**src/bcs_pkg.sv**
```systemverilog
package bcs_pkg;
	// ----------------------------------------------------------------
	// opcodes
	// ----------------------------------------------------------------
	localparam logic [3:0] OP_END_LIST    = 4'h0;
	localparam logic [3:0] OP_SKIP        = 4'h1;
	localparam logic [3:0] OP_GOTO        = 4'h2;
	localparam logic [3:0] OP_EXEC_BRANCH = 4'h5;
	localparam logic [3:0] OP_EXEC_COND   = 4'h6;
	localparam logic [3:0] OP_INT_CONT    = 4'hA;
	localparam logic [3:0] OP_CALL        = 4'hB;
	localparam logic [3:0] OP_RET_CALL    = 4'hC;
	localparam logic [3:0] OP_RESERVED    = 4'hD;
	localparam logic [3:0] OP_LOAD_MINOR  = 4'hE;
	localparam logic [3:0] OP_RET_BRANCH  = 4'hF;
	// ----------------------------------------------------------------
	// command block layout (word offsets from block start)
	// ----------------------------------------------------------------
	localparam logic [2:0] CB_CONTROL   = 3'h0;
	localparam logic [2:0] CB_CMD1      = 3'h1;
	localparam logic [2:0] CB_CMD2      = 3'h2;
	localparam logic [2:0] CB_DATA_PTR  = 3'h3;
	localparam logic [2:0] CB_STATUS1   = 3'h4;
	localparam logic [2:0] CB_STATUS2   = 3'h5;
	localparam logic [2:0] CB_BRANCH    = 3'h6;
	localparam logic [2:0] CB_TIMER     = 3'h7;
	localparam logic [3:0] CB_LENGTH    = 4'h8;
	localparam int         OPCODE_MSB   = 15;
	localparam int         OPCODE_LSB   = 12;
	localparam int         RTRT_BIT     = 8;
	// ----------------------------------------------------------------
	// pending interrupt bit positions and control bits
	// ----------------------------------------------------------------
	localparam int         PEND_ILLEGAL_BIT = 3;
	localparam int         PEND_EOL_BIT     = 5;
	localparam int         CTRL_STD_BIT     = 7;
	// ----------------------------------------------------------------
	// timing
	// ----------------------------------------------------------------
	localparam int         CLK_HZ           = 25000000;
	localparam int         MINOR_TICK_HZ    = 15625;
	localparam int         MINOR_TICK_DIV   = CLK_HZ / MINOR_TICK_HZ;
	localparam int         RESP_A_NS        = 9000;
	localparam int         RESP_A_CYC       = (RESP_A_NS * (CLK_HZ / 1000000)) / 1000;
	localparam int         RESP_B_NS        = 14000;
	localparam int         RESP_B_CYC       = (RESP_B_NS * (CLK_HZ / 1000000)) / 1000;
	localparam logic [4:0] MODE_SA_ZERO     = 5'h00;
	localparam logic [4:0] MODE_SA_ONES     = 5'h1F;
endpackage

```
**src/bcs_tick_div.sv**
```systemverilog
`timescale 1ns/1ns
`default_nettype none
module bcs_tick_div #(
	parameter int DIV = 1600
) (
	input  wire logic mclk,
	input  wire logic rstn,
	output var  logic tick
);
	localparam int CW = (DIV > 1) ? $clog2(DIV) : 1;

	initial begin
		if (DIV < 2) $error("bcs_tick_div: DIV must be at least 2");
	end

	logic [CW-1:0] cnt_q;

	// free-running divider, one-cycle pulse at wrap
	always_ff @(posedge mclk or negedge rstn) begin
		if (!rstn) begin
			cnt_q <= '0;
			tick  <= 1'b0;
		end else if (cnt_q == CW'(DIV - 1)) begin
			cnt_q <= '0;
			tick  <= 1'b1;
		end else begin
			cnt_q <= cnt_q + 1'b1;
			tick  <= 1'b0;
		end
	end
endmodule
`default_nettype wire

```
**src/bcs_sequencer.sv**
```systemverilog
`timescale 1ns/1ns
`default_nettype none
module bcs_sequencer #(
	parameter int AW = 16,
	parameter int TW = 16
) (
	input  wire logic          mclk,
	input  wire logic          rstn,
	input  wire logic          start,
	input  wire logic [AW-1:0] listStart,
	input  wire logic          listEndIntEn,
	input  wire logic          illegalIntEn,
	input  wire logic          standard_select_input,
	input  wire logic          standard_select_bit,
	input  wire logic          useExtTimerClk,
	input  wire logic          external_timer_clock,
	output logic               memRd,
	output logic               memWr,
	output logic [AW-1:0]      memAddr,
	output logic [15:0]        memWdata,
	input  wire logic          memAck,
	input  wire logic [15:0]   memRdata,
	output logic               msgStart,
	output logic [15:0]        msgCmd1,
	output logic [15:0]        msgCmd2,
	output logic               msgRtRt,
	output logic [AW-1:0]      msgDataPtr,
	output logic               msgModeCode,
	output logic               msgNoData,
	output logic [15:0]        respTimeoutCyc,
	input  wire logic          msgDone,
	input  wire logic          msgCondMet,
	input  wire logic [15:0]   msgStatusTx,
	input  wire logic [15:0]   msgStatusRx,
	output logic               busy,
	output logic               list_end_interrupt,
	output logic               intContinue,
	output logic               illegalPending,
	output logic               modeA
);
	initial begin
		if (AW < 4 || AW > 16) $error("bcs_sequencer: AW must be 4..16");
		if (TW < 2 || TW > 16) $error("bcs_sequencer: TW must be 2..16");
	end

	// ----------------------------------------------------------------
	// state and storage
	// ----------------------------------------------------------------
	typedef enum {
		S_IDLE, S_FETCH, S_DECODE, S_MSG, S_WAIT_MSG, S_ST1, S_ST2, S_SKIP, S_MINOR
	} bcs_state_t;

	bcs_state_t    state_q;
	logic [2:0]    idx_q;
	logic [15:0]   cbw_q [0:7];
	logic [AW-1:0] cbBase_q;
	logic [AW-1:0] callRet_q;
	logic [AW-1:0] branchRet_q;
	logic [TW-1:0] msgTmr_q;
	logic [TW-1:0] minorTmr_q;
	logic          minorLoad;
	logic          extClkD_q;
	logic          extEdge;
	logic          minorTick;
	logic [AW-1:0] nextBase;
	logic [3:0]    opcode;
	logic          cmdIsMode;
	logic [15:0]   stRx_q;

	localparam logic [2:0] CB_CONTROL = bcs_pkg::CB_CONTROL;
	localparam logic [2:0] CB_TIMER   = bcs_pkg::CB_TIMER;

	assign opcode   = cbw_q[CB_CONTROL][bcs_pkg::OPCODE_MSB:bcs_pkg::OPCODE_LSB];
	assign nextBase = cbBase_q + AW'(bcs_pkg::CB_LENGTH);

	// ----------------------------------------------------------------
	// protocol selection
	// ----------------------------------------------------------------
	// either the pin or the control bit selects the older standard
	always_ff @(posedge mclk or negedge rstn) begin
		if (!rstn) begin
			modeA          <= 1'b0;
			respTimeoutCyc <= 16'h0000;
		end else begin
			modeA          <= standard_select_input | standard_select_bit;
			respTimeoutCyc <= (standard_select_input | standard_select_bit) ?
				16'(bcs_pkg::RESP_A_CYC) : 16'(bcs_pkg::RESP_B_CYC);
		end
	end

	// mode code decode: subaddress 0 is a mode code, 31 only under revision B
	assign cmdIsMode = (cbw_q[bcs_pkg::CB_CMD1][9:5] == bcs_pkg::MODE_SA_ZERO) ||
		(!modeA && cbw_q[bcs_pkg::CB_CMD1][9:5] == bcs_pkg::MODE_SA_ONES);

	// ----------------------------------------------------------------
	// minor frame timer clock source
	// ----------------------------------------------------------------
	bcs_tick_div #(
		.DIV (bcs_pkg::MINOR_TICK_DIV)
	) uTick (
		.mclk (mclk),
		.rstn (rstn),
		.tick (minorTick)
	);

	// edge detect on the external timer clock (pin is synchronous)
	always_ff @(posedge mclk or negedge rstn) begin
		if (!rstn) begin
			extClkD_q <= 1'b0;
		end else begin
			extClkD_q <= external_timer_clock;
		end
	end
	assign extEdge = external_timer_clock & ~extClkD_q;

	// free-running minor frame down counter, stops at zero until reloaded
	always_ff @(posedge mclk or negedge rstn) begin
		if (!rstn) begin
			minorTmr_q <= '0;
		end else if (minorLoad) begin
			minorTmr_q <= cbw_q[CB_TIMER][TW-1:0];
		end else if ((useExtTimerClk ? extEdge : minorTick) && minorTmr_q != '0) begin
			minorTmr_q <= minorTmr_q - 1'b1;
		end
	end
	assign minorLoad = (state_q == S_MINOR) && (minorTmr_q == '0);

	// message-to-message timer on the core clock
	always_ff @(posedge mclk or negedge rstn) begin
		if (!rstn) begin
			msgTmr_q <= '0;
		end else if (state_q == S_DECODE && opcode == bcs_pkg::OP_SKIP) begin
			msgTmr_q <= cbw_q[CB_TIMER][TW-1:0];
		end else if (msgTmr_q != '0) begin
			msgTmr_q <= msgTmr_q - 1'b1;
		end
	end

	// ----------------------------------------------------------------
	// command block fetch buffer
	// ----------------------------------------------------------------
	always_ff @(posedge mclk) begin
		if (state_q == S_FETCH && memRd && memAck) begin
			cbw_q[idx_q] <= memRdata;
		end
	end

	// ----------------------------------------------------------------
	// sequencer
	// ----------------------------------------------------------------
	always_ff @(posedge mclk or negedge rstn) begin
		if (!rstn) begin
			state_q            <= S_IDLE;
			idx_q              <= 3'h0;
			cbBase_q           <= '0;
			callRet_q          <= '0;
			branchRet_q        <= '0;
			stRx_q             <= 16'h0000;
			memRd              <= 1'b0;
			memWr              <= 1'b0;
			memAddr            <= '0;
			memWdata           <= 16'h0000;
			msgStart           <= 1'b0;
			msgCmd1            <= 16'h0000;
			msgCmd2            <= 16'h0000;
			msgRtRt            <= 1'b0;
			msgDataPtr         <= '0;
			msgModeCode        <= 1'b0;
			msgNoData          <= 1'b0;
			busy               <= 1'b0;
			list_end_interrupt <= 1'b0;
			intContinue        <= 1'b0;
			illegalPending     <= 1'b0;
		end else begin
			msgStart           <= 1'b0;
			list_end_interrupt <= 1'b0;
			intContinue        <= 1'b0;
			case (state_q)
				S_IDLE: begin
					if (start) begin
						cbBase_q       <= listStart;
						memAddr        <= listStart;
						memRd          <= 1'b1;
						idx_q          <= 3'h0;
						busy           <= 1'b1;
						illegalPending <= 1'b0;
						state_q        <= S_FETCH;
					end
				end
				S_FETCH: begin
					if (memAck) begin
						if (idx_q == 3'h7) begin
							memRd   <= 1'b0;
							state_q <= S_DECODE;
						end else begin
							idx_q   <= idx_q + 3'h1;
							memAddr <= cbBase_q + AW'(idx_q) + AW'(1);
						end
					end
				end
				S_DECODE: begin
					case (opcode)
						bcs_pkg::OP_END_LIST: begin
							list_end_interrupt <= listEndIntEn;
							busy               <= 1'b0;
							state_q            <= S_IDLE;
						end
						bcs_pkg::OP_SKIP: begin
							state_q <= S_SKIP;
						end
						bcs_pkg::OP_GOTO: begin
							cbBase_q <= cbw_q[bcs_pkg::CB_BRANCH][AW-1:0];
							state_q  <= S_FETCH;
						end
						bcs_pkg::OP_INT_CONT: begin
							intContinue <= 1'b1;
							cbBase_q    <= nextBase;
							state_q     <= S_FETCH;
						end
						bcs_pkg::OP_CALL: begin
							callRet_q <= nextBase;
							cbBase_q  <= cbw_q[bcs_pkg::CB_BRANCH][AW-1:0];
							state_q   <= S_FETCH;
						end
						bcs_pkg::OP_RET_CALL: begin
							cbBase_q <= callRet_q;
							state_q  <= S_FETCH;
						end
						bcs_pkg::OP_RESERVED: begin
							illegalPending <= illegalIntEn;
							busy           <= 1'b0;
							state_q        <= S_IDLE;
						end
						bcs_pkg::OP_LOAD_MINOR: begin
							state_q <= S_MINOR;
						end
						bcs_pkg::OP_RET_BRANCH: begin
							cbBase_q <= branchRet_q;
							state_q  <= S_FETCH;
						end
						default: begin
							state_q <= S_MSG; // execute-class opcodes
						end
					endcase
					// every redirect refetches the new block from word 0
					idx_q <= 3'h0;
					case (opcode)
						bcs_pkg::OP_GOTO: begin
							memAddr <= cbw_q[bcs_pkg::CB_BRANCH][AW-1:0];
							memRd   <= 1'b1;
						end
						bcs_pkg::OP_CALL: begin
							memAddr <= cbw_q[bcs_pkg::CB_BRANCH][AW-1:0];
							memRd   <= 1'b1;
						end
						bcs_pkg::OP_INT_CONT: begin
							memAddr <= nextBase;
							memRd   <= 1'b1;
						end
						bcs_pkg::OP_RET_CALL: begin
							memAddr <= callRet_q;
							memRd   <= 1'b1;
						end
						bcs_pkg::OP_RET_BRANCH: begin
							memAddr <= branchRet_q;
							memRd   <= 1'b1;
						end
						default: begin
							memRd <= 1'b0;
						end
					endcase
				end
				S_MSG: begin
					msgStart    <= 1'b1;
					msgCmd1     <= cbw_q[bcs_pkg::CB_CMD1];
					msgCmd2     <= cbw_q[bcs_pkg::CB_CMD2];
					msgRtRt     <= cbw_q[CB_CONTROL][bcs_pkg::RTRT_BIT];
					msgDataPtr  <= cbw_q[bcs_pkg::CB_DATA_PTR][AW-1:0];
					msgModeCode <= cmdIsMode;
					msgNoData   <= cmdIsMode && modeA;
					state_q     <= S_WAIT_MSG;
				end
				S_WAIT_MSG: begin
					if (msgDone) begin
						memWr    <= 1'b1;
						memAddr  <= cbBase_q + AW'(bcs_pkg::CB_STATUS1);
						memWdata <= msgStatusTx;
						stRx_q   <= msgStatusRx; // receiver status only valid with done
						// save return point before a taken branch
						if (opcode == bcs_pkg::OP_EXEC_BRANCH ||
							(opcode == bcs_pkg::OP_EXEC_COND && msgCondMet)) begin
							branchRet_q <= nextBase;
							cbBase_q    <= cbw_q[bcs_pkg::CB_BRANCH][AW-1:0];
						end else begin
							cbBase_q    <= nextBase;
						end
						state_q  <= S_ST1;
					end
				end
				S_ST1: begin
					if (memAck) begin
						memAddr  <= memAddr + AW'(1);
						memWdata <= stRx_q;
						state_q  <= S_ST2;
					end
				end
				S_ST2: begin
					if (memAck) begin
						memWr   <= 1'b0;
						memRd   <= 1'b1;
						memAddr <= cbBase_q;
						idx_q   <= 3'h0;
						state_q <= S_FETCH;
					end
				end
				S_SKIP: begin
					if (msgTmr_q == '0) begin
						cbBase_q <= nextBase;
						memAddr  <= nextBase;
						memRd    <= 1'b1;
						idx_q    <= 3'h0;
						state_q  <= S_FETCH;
					end
				end
				S_MINOR: begin
					if (minorLoad) begin
						cbBase_q <= nextBase;
						memAddr  <= nextBase;
						memRd    <= 1'b1;
						idx_q    <= 3'h0;
						state_q  <= S_FETCH;
					end
				end
				default: begin
					state_q <= S_IDLE;
				end
			endcase
		end
	end
endmodule
`default_nettype wire

```
**config.mk**
```make
export PLATFORM = sky130hd
export DESIGN_NAME = bcs_sequencer
export DESIGN_NICKNAME = d
export VERILOG_FILES = /design/src/bcs_pkg.sv /design/src/bcs_tick_div.sv /design/src/bcs_sequencer.sv
export SDC_FILE = /design/constraint.sdc
export NUM_CORES = 1
export LEC_CHECK = 0
export ABC_CLOCK_PERIOD_IN_PS = 3700
export BUFFER_PORTS_ARGS = -buffer_cell sky130_fd_sc_hd__buf_2
export CAP_MARGIN = 40
export CORE_MARGIN = 2
export CORE_UTILIZATION = 56
export CTS_CLUSTER_DIAMETER = 150
export CTS_CLUSTER_SIZE = 40
export DETAILED_ROUTE_END_ITERATION = 8
export PLACE_DENSITY = 0.86
export SETUP_SLACK_MARGIN = 0.5
export SLEW_MARGIN = 40
export SYNTH_ARGS = -nofsm -noshare
export SYNTH_HDL_FRONTEND = slang
export SYNTH_SLANG_ARGS = --single-unit
```
**constraint.sdc**
```tcl
create_clock -name mclk -period 3.7 [get_ports mclk]
set_clock_uncertainty 0.15 [all_clocks]
set_input_delay 1.11 -clock mclk [delete_from_list [all_inputs] [get_ports mclk]]
set_output_delay 1.11 -clock mclk [all_outputs]
set_load 0.005 [all_outputs]
```
==> results of run 1 <==
[per-stage QoR]
step / instance area [um2] / std cells / utilization / hold WS (ps)
after global routing: 16120 / 1814 / 0.6385 / 341.7
after detailed placement: 15800 / 1797 / 0.6255 / 313.3
after floorplan: 14470 / 1336 / - / 290.6
final: 16120 / 1814 / 0.6385 / 324.2
after CTS: 16120 / 1814 / 0.6383 / 336.2
after global placement: 15800 / 1797 / 0.6255 / 306.8
[metal layers]
| layer | GRT usage | vias up |
|---|---|---|
| met2 | 0.5107 | 629 |
| met4 | 0.1399 | 0 |
| met5 | 0 | - |
| met3 | 0.04294 | 161 |
| met1 | 0.4094 | 5690 |
| li1 | - | 5195 |
[path summary, 6_finish.rpt]
check / slack (ps) / to / depth (start not counted)
max: 570 / cbBase_q[11] / 7
max in group asynchronous: 2140 / callRet_q[1] / 2
max reg2reg: 570 / cbBase_q[11] / 7
min reg2reg: 320 / msgCmd2[5] / 1
min: 320 / msgCmd2[5] / 1
min in group asynchronous: 480 / memAddr[4] / 1
[synthesized netlist by cell type (12+ instances only)]
master / instances / share of area
mux2_2: 84 / 0.065
inv_1: 17 / 0.0044
nor4_1: 13 / 0.0056
nand3_1: 37 / 0.013
nor3_1: 26 / 0.0090
dfrtp_1: 209 / 0.36
o211ai_1: 14 / 0.0073
xor2_1: 25 / 0.015
a21oi_1: 53 / 0.018
nand4_1: 15 / 0.0065
nor2_1: 100 / 0.026
edfxtp_1: 85 / 0.18
nand2_1: 116 / 0.030
clkbuf_1: 74 / 0.019
buf_4: 14 / 0.0073
a31oi_1: 16 / 0.0069
a22o_1: 13 / 0.0079
o22ai_1: 12 / 0.0052
mux2i_1: 21 / 0.015
o21ai_0: 89 / 0.031
ha_1: 13 / 0.011
o31ai_1: 16 / 0.0083
a22oi_1: 12 / 0.0062
nand2b_1: 13 / 0.0056
a221oi_1: 12 / 0.0073
xnor2_1: 33 / 0.020
nor2b_1: 13 / 0.0056
and3_1: 14 / 0.0061
[report_power, final]
part	leakage, nW	internal [mW]	switching (mW)	total (mW)
clock network	0.154	0.583	0.995	1.58
registers	3.33	4.33	0.952	5.28
logic	3.14	2.38	2.97	5.35
[area by class of cell]
| class | instances | area, um2 | area share |
|---|---|---|---|
| tap | 330 | 412.9 | 0.02561 |
| clock inverter | 2 | 32.53 | 0.002018 |
| sequential | 294 | 7782 | 0.4827 |
| clock buffer | 15 | 290.3 | 0.01800 |
| inverter | 19 | 71.32 | 0.004423 |
| multi-input combinational | 928 | 6230 | 0.3864 |
| timing repair buffer | 226 | 1305 | 0.08093 |
[state kept, by name, indices dropped and copies added (netlist names), 3 cells and up]
signal	count
stRx_q	16
cbw_q	85
state_q	4
callRet_q	16
msgCmd2	16
uTick.cnt_q	11
memAddr	16
cbBase_q	16
respTimeoutCyc	3
msgTmr_q	16
memWdata	16
idx_q	3
msgDataPtr	16
branchRet_q	16
minorTmr_q	16
msgCmd1	16
[worst reg2reg max path, cell delays in order, from the launching register on]
cell and delay (ps):
dfrtp_1 710, buf_4 280, and4b_1 220, nor2_1 370, o21ai_1 410, or2_2 430
a221oi_1 330, o31ai_1 140
[cell families (layout without fill, tap and decap cells)]
group	count (synthesis)	in the layout
mux	105	105
flops	294	294
other cells	2	8
fa+ha+maj	14	14
buf+inv	114	262
xor+xnor	58	58
simple gates	417	417
compound gates	326	326
==> flow_metrics.tcl, run 1 <==
set metrics [dict create \
    maxCapViolations 0 \
    yosys.area_share.adder 0.01265 \
    synth_xor_area_frac 0.03517 \
    synth-compound-area-share 0.1526 \
    gp_congestion 0.9841 \
    yosys_warnings 0 \
    layout.nets 1570 \
    grt_pass1_vias 11630 \
    die_area_mm2 0.02709 \
    fill_cells 1948 \
    worst_slack_ps 568.8 \
    wl_met2_um 19770 \
    synthMuxAreaShare 0.08003 \
    setup_viol 0 \
    wl_met1_um 16030 \
    antenna_found_initial 0 \
    routed.top_layer "met4" \
    crit_chain "buf_4 > and4b_1 > nor2_1 > o21ai_1 > or2_2 > a221oi_1 > o31ai_1" \
    yosysUniqueCellTypes 81 \
    cpLargestDelayFamily "simple AND/OR/NAND/NOR gates" \
    num_rows 58 \
    syn_inst 1330 \
    hold_violations 0 \
    fin_crit_ps 3131 \
    synth_top_family_by_area "compound AO/OA/AOI/OAI gates" \
    post_cts_buffers 0 \
    setup-tns-final_ps 0 \
    place_ws_ps 541.3 \
    wirelength_um 41390 \
    p_leak_nw 6.629 \
    cts_resized 0 \
    vias_per_cell 6.436 \
    initial_core_util 0.5720 \
    synth_edf_count 85 \
    clockBufferDepth 3 \
    final_common_cell "dfrtp_1" \
    crit_type "flop to flop" \
    rsz0062_at_grt "false" \
    drive_gt1_frac 0.2365 \
    crit_path_max_incr_delay_ps 710 \
    grt_max_degree 81 \
    end_kind "flop" \
    core-area_mm2 0.02525 \
    synth_ff_type "dfrtp_1" \
    power.density_mw_per_mm2 757.0 \
    cts_tree "done" \
    synth-seq-area-share 0.5388 \
    required_ps 3950 \
    status "finished, final reports clean" \
    cts_max_level 1 \
    synthToLayoutAreaGrowth_pct 11.62 \
    ant_nets 0 \
    mostFrequentLayoutCells "dfrtp_1, buf_2, nand2_1, nor2_1, o21ai_0" \
    dieHeight_um 164.6 \
    io_pins 183 \
    die_w_um 164.6 \
    fin_crit_sh 0.8463 \
    yosys.area_share.simple 0.1458 \
    drt_first_pass_iters 9 \
    grt_overflow 0 \
    cts.sinks 294 \
    holdCritPathClass "flop to flop" \
    ir_drop_mv 0.5348 \
    power_mw 12.21 \
    dp_hpwl_um 30040 \
    hold_start "cbw_q[2][5]" \
    crit_path_start_kind "flop" \
    rr_startpoint "state_q[3]" \
    cts_hold_buf 0 \
    maxSlewViolCount 0 \
    crit_slowest_cell "dfrtp_1" \
    cp-startpoint "state_q[3]" \
    crit_path_max_fanout 15 \
    grt_pass1_wl_um 64800 \
    cts_root_buffer "clkbuf_16" \
    critPathArrivalTime_ps 3380 \
    vias 11680 \
    num_antenna_cells 0 \
    fmaxAchievable_ghz 0.3194 \
    crit_buf_inv 1 \
    maxSlewHeadroom 0.4763 \
    track_usage 0.3094 \
    syn_avg_cell_area_um2 10.86 \
    async_reset_ff_frac 0.7109 \
    ys_seq_elements 294 \
    post-route-drc-count 0 \
    drt_iter0_markers 1575 \
    wire_per_inst_um 22.81 \
    io_buffers 175 \
    syn_area_mm2 0.01445 \
    cts-buffers-inserted 11 \
    tightest_slew_ps 780.3 \
    path_clk_slew_ps 150 \
    clk_latency_ps 510 \
    wl_met3_um 3454 \
]
No activity file was read; power rests on OpenSTA's default activity.
==> inputs of run 2 (changes only) <==
ABC_CLOCK_PERIOD_IN_PS = 2600   (was 3700)
CORE_UTILIZATION = 53   (was 56)
clock period = 2.6 ns   (was 3.7 ns; I/O delays follow)
==> flow_metrics.tcl, run 2 (synthesis gave the netlist of run 1 again) <==
set metrics [dict create \
    status "finished, violations left" \
    violations "setup timing" \
    io_buffers 175 \
    ir_drop_mv 0.9316 \
    end_kind "flop" \
    dieHeight_um 169.1 \
    clk_latency_ps 540 \
    dp_hpwl_um 32850 \
    cts.sinks 294 \
    core-area_mm2 0.02688 \
    vias 13270 \
    power.density_mw_per_mm2 1098 \
    initial_core_util 0.5375 \
    io_pins 183 \
    gp_congestion 0.9854 \
    ant_nets 0 \
    finalNonFillerCells 2032 \
    maxCapViolations 0 \
    vias_per_cell 6.531 \
    rr_startpoint "minorTmr_q[12]" \
    cts_max_level 1 \
    drt_first_pass_iters 6 \
    cts_hold_buf 0 \
    grt_pass1_vias 12760 \
    rsz0062_at_grt "true" \
    synthToLayoutAreaGrowth_pct 33.63 \
    reg2reg_depth 9 \
    tightest_slew_ps 791.8 \
    dpl.cell_count 1934 \
    post-route-drc-count 0 \
    crit-reg2reg-capture "cbBase_q[2]" \
    maxSlewHeadroom 0.4683 \
    wire_per_inst_um 24.86 \
    setup_viol 34 \
    drt_iter0_markers 1529 \
    final_common_cell "dfrtp_1" \
    hold_violations 0 \
    crit_path_max_fanout 3 \
    crit_path_frequent_cell "buf_4" \
    fin_crit_sh 1.049 \
    crit_path_start_kind "flop" \
    antenna_found_initial 0 \
    die_w_um 169.1 \
    crit_path_max_incr_delay_ps 530 \
    crit_buf_inv 3 \
    grt_overflow 0 \
    fill_cells 1737 \
    cts_root_buffer "clkbuf_16" \
    crit_slowest_cell "nor4_1" \
    cts-buffers-inserted 11 \
    regMostFlops "cbw_q" \
    clockBufferDepth 3 \
    drive_gt1_frac 0.4057 \
    path_clk_slew_ps 170 \
    required_ps 2900 \
    grt_max_degree 60 \
    wirelength_um 50520 \
    cts_tree "done" \
    critPathArrivalTime_ps 3030 \
    mostFrequentLayoutCells "dfrtp_1, buf_2, buf_4, nand2_1, edfxtp_1" \
    largest_reg_flops 85 \
    grt_pass1_wl_um 72530 \
    worst_slack_ps -127.9 \
    fmaxAchievable_ghz 0.3666 \
    crit_chain "nor4_1 > nand3b_1 > buf_4 > o21ai_4 > buf_6 > o211ai_1 > nor2_1 > buf_4 > mux2_4" \
    layout.nets 1777 \
    holdCritPathClass "input port to asynchronous set/reset pin" \
    reg2reg_slack_ps -130 \
    p_leak_nw 8.141 \
    maxSlewViolCount 0 \
    setup-tns-final_ps -2101 \
    num_rows 60 \
    fin_crit_ps 2728 \
    cpLargestDelayFamily "simple AND/OR/NAND/NOR gates" \
    crit_type "flop to flop" \
    track_usage 0.3273 \
    die_area_mm2 0.02859 \
    num_antenna_cells 0 \
]
[run 2: cell count changes in the layout (fill, tap and decap cells not counted), sizes merged]
cell	delta
bufinv	+1
inv	-1
clkbuf	+2
buf	+203
bufbuf	+2
[run 2: worst register-to-register path: cells and delay by family (launching register included)]
kind / cells / cell delay [ps]
AO/OA/AOI/OAI: 2 / 380
buffers and inverters: 3 / 480
multiplexers: 1 / 300
flip-flops: 1 / 450
AND/OR/NAND/NOR: 3 / 870
[run 2: through the flow]
step           hold WS (ps)  setup WS, ps  total power, mW  instance area [um2]    util
4_1_cts               22.15        -58.99            19.66                18460  0.6869
3_3_place_gp          305.5        -239.5            16.05                17060  0.6348
6_report              4.113        -127.9            21.19                19300  0.7183
5_1_grt               21.47        -168.9            22.13                19300  0.7183
3_5_place_dp          315.9        -235.8            16.45                17060  0.6348
2_1_floorplan         290.6        -19.89            12.44                14710       -
[run 2: where the power goes]
| group | internal [mW] | switching (mW) | leakage [nW] |
|---|---|---|---|
| Sequential | 6.17 | 1.23 | 3.32 |
| Clock | 0.924 | 1.45 | 0.166 |
| Combinational | 5.57 | 5.84 | 4.65 |
| Total | 12.7 | 8.52 | 8.14 |
[run 2: timing repair]
action                     4_1_cts  5_1_grt
gates resized for setup        132      185
buffers inserted                46       21
cloned                          11        3
pin swaps                       44       37
setup endpoints to repair      189      257
[run 2: worst max path at each step]
stage / startpoint / to / slack, ps / cells after the start
after floorplan: minorTmr_q[3] / memAddr[11] / -20 / 8
after global placement: msgDone / state_q[0] / -240 / 8
after detailed placement: msgDone / state_q[0] / -240 / 8
after CTS: minorTmr_q[3] / cbBase_q[10] / -60 / 9
after global routing: cbw_q[0][14] / memAddr[14] / -170 / 8
final: minorTmr_q[12] / cbBase_q[2] / -130 / 9
[run 2: routing by layer]
metal | vias to the layer above | share of wire | GRT usage
met4 | 0 | 0.051 | 0.1126
met5 | - | 0 | 0
met2 | 996 | 0.47 | 0.5413
met1 | 6440 | 0.37 | 0.4325
met3 | 216 | 0.11 | 0.06874
li1 | 5620 | - | -
[run 2: cell type report]
class                           count  area [um2]  share of cell area
Clock buffer                       15       290.3             0.01504
Clock inverter                      2       60.06            0.003111
Inverter                           19       71.32            0.003695
Multi-Input combinational cell    928        7081              0.3668
Sequential cell                   294        7789              0.4035
Tap cell                          341       426.7             0.02210
Timing Repair Buffer              433        3586              0.1858
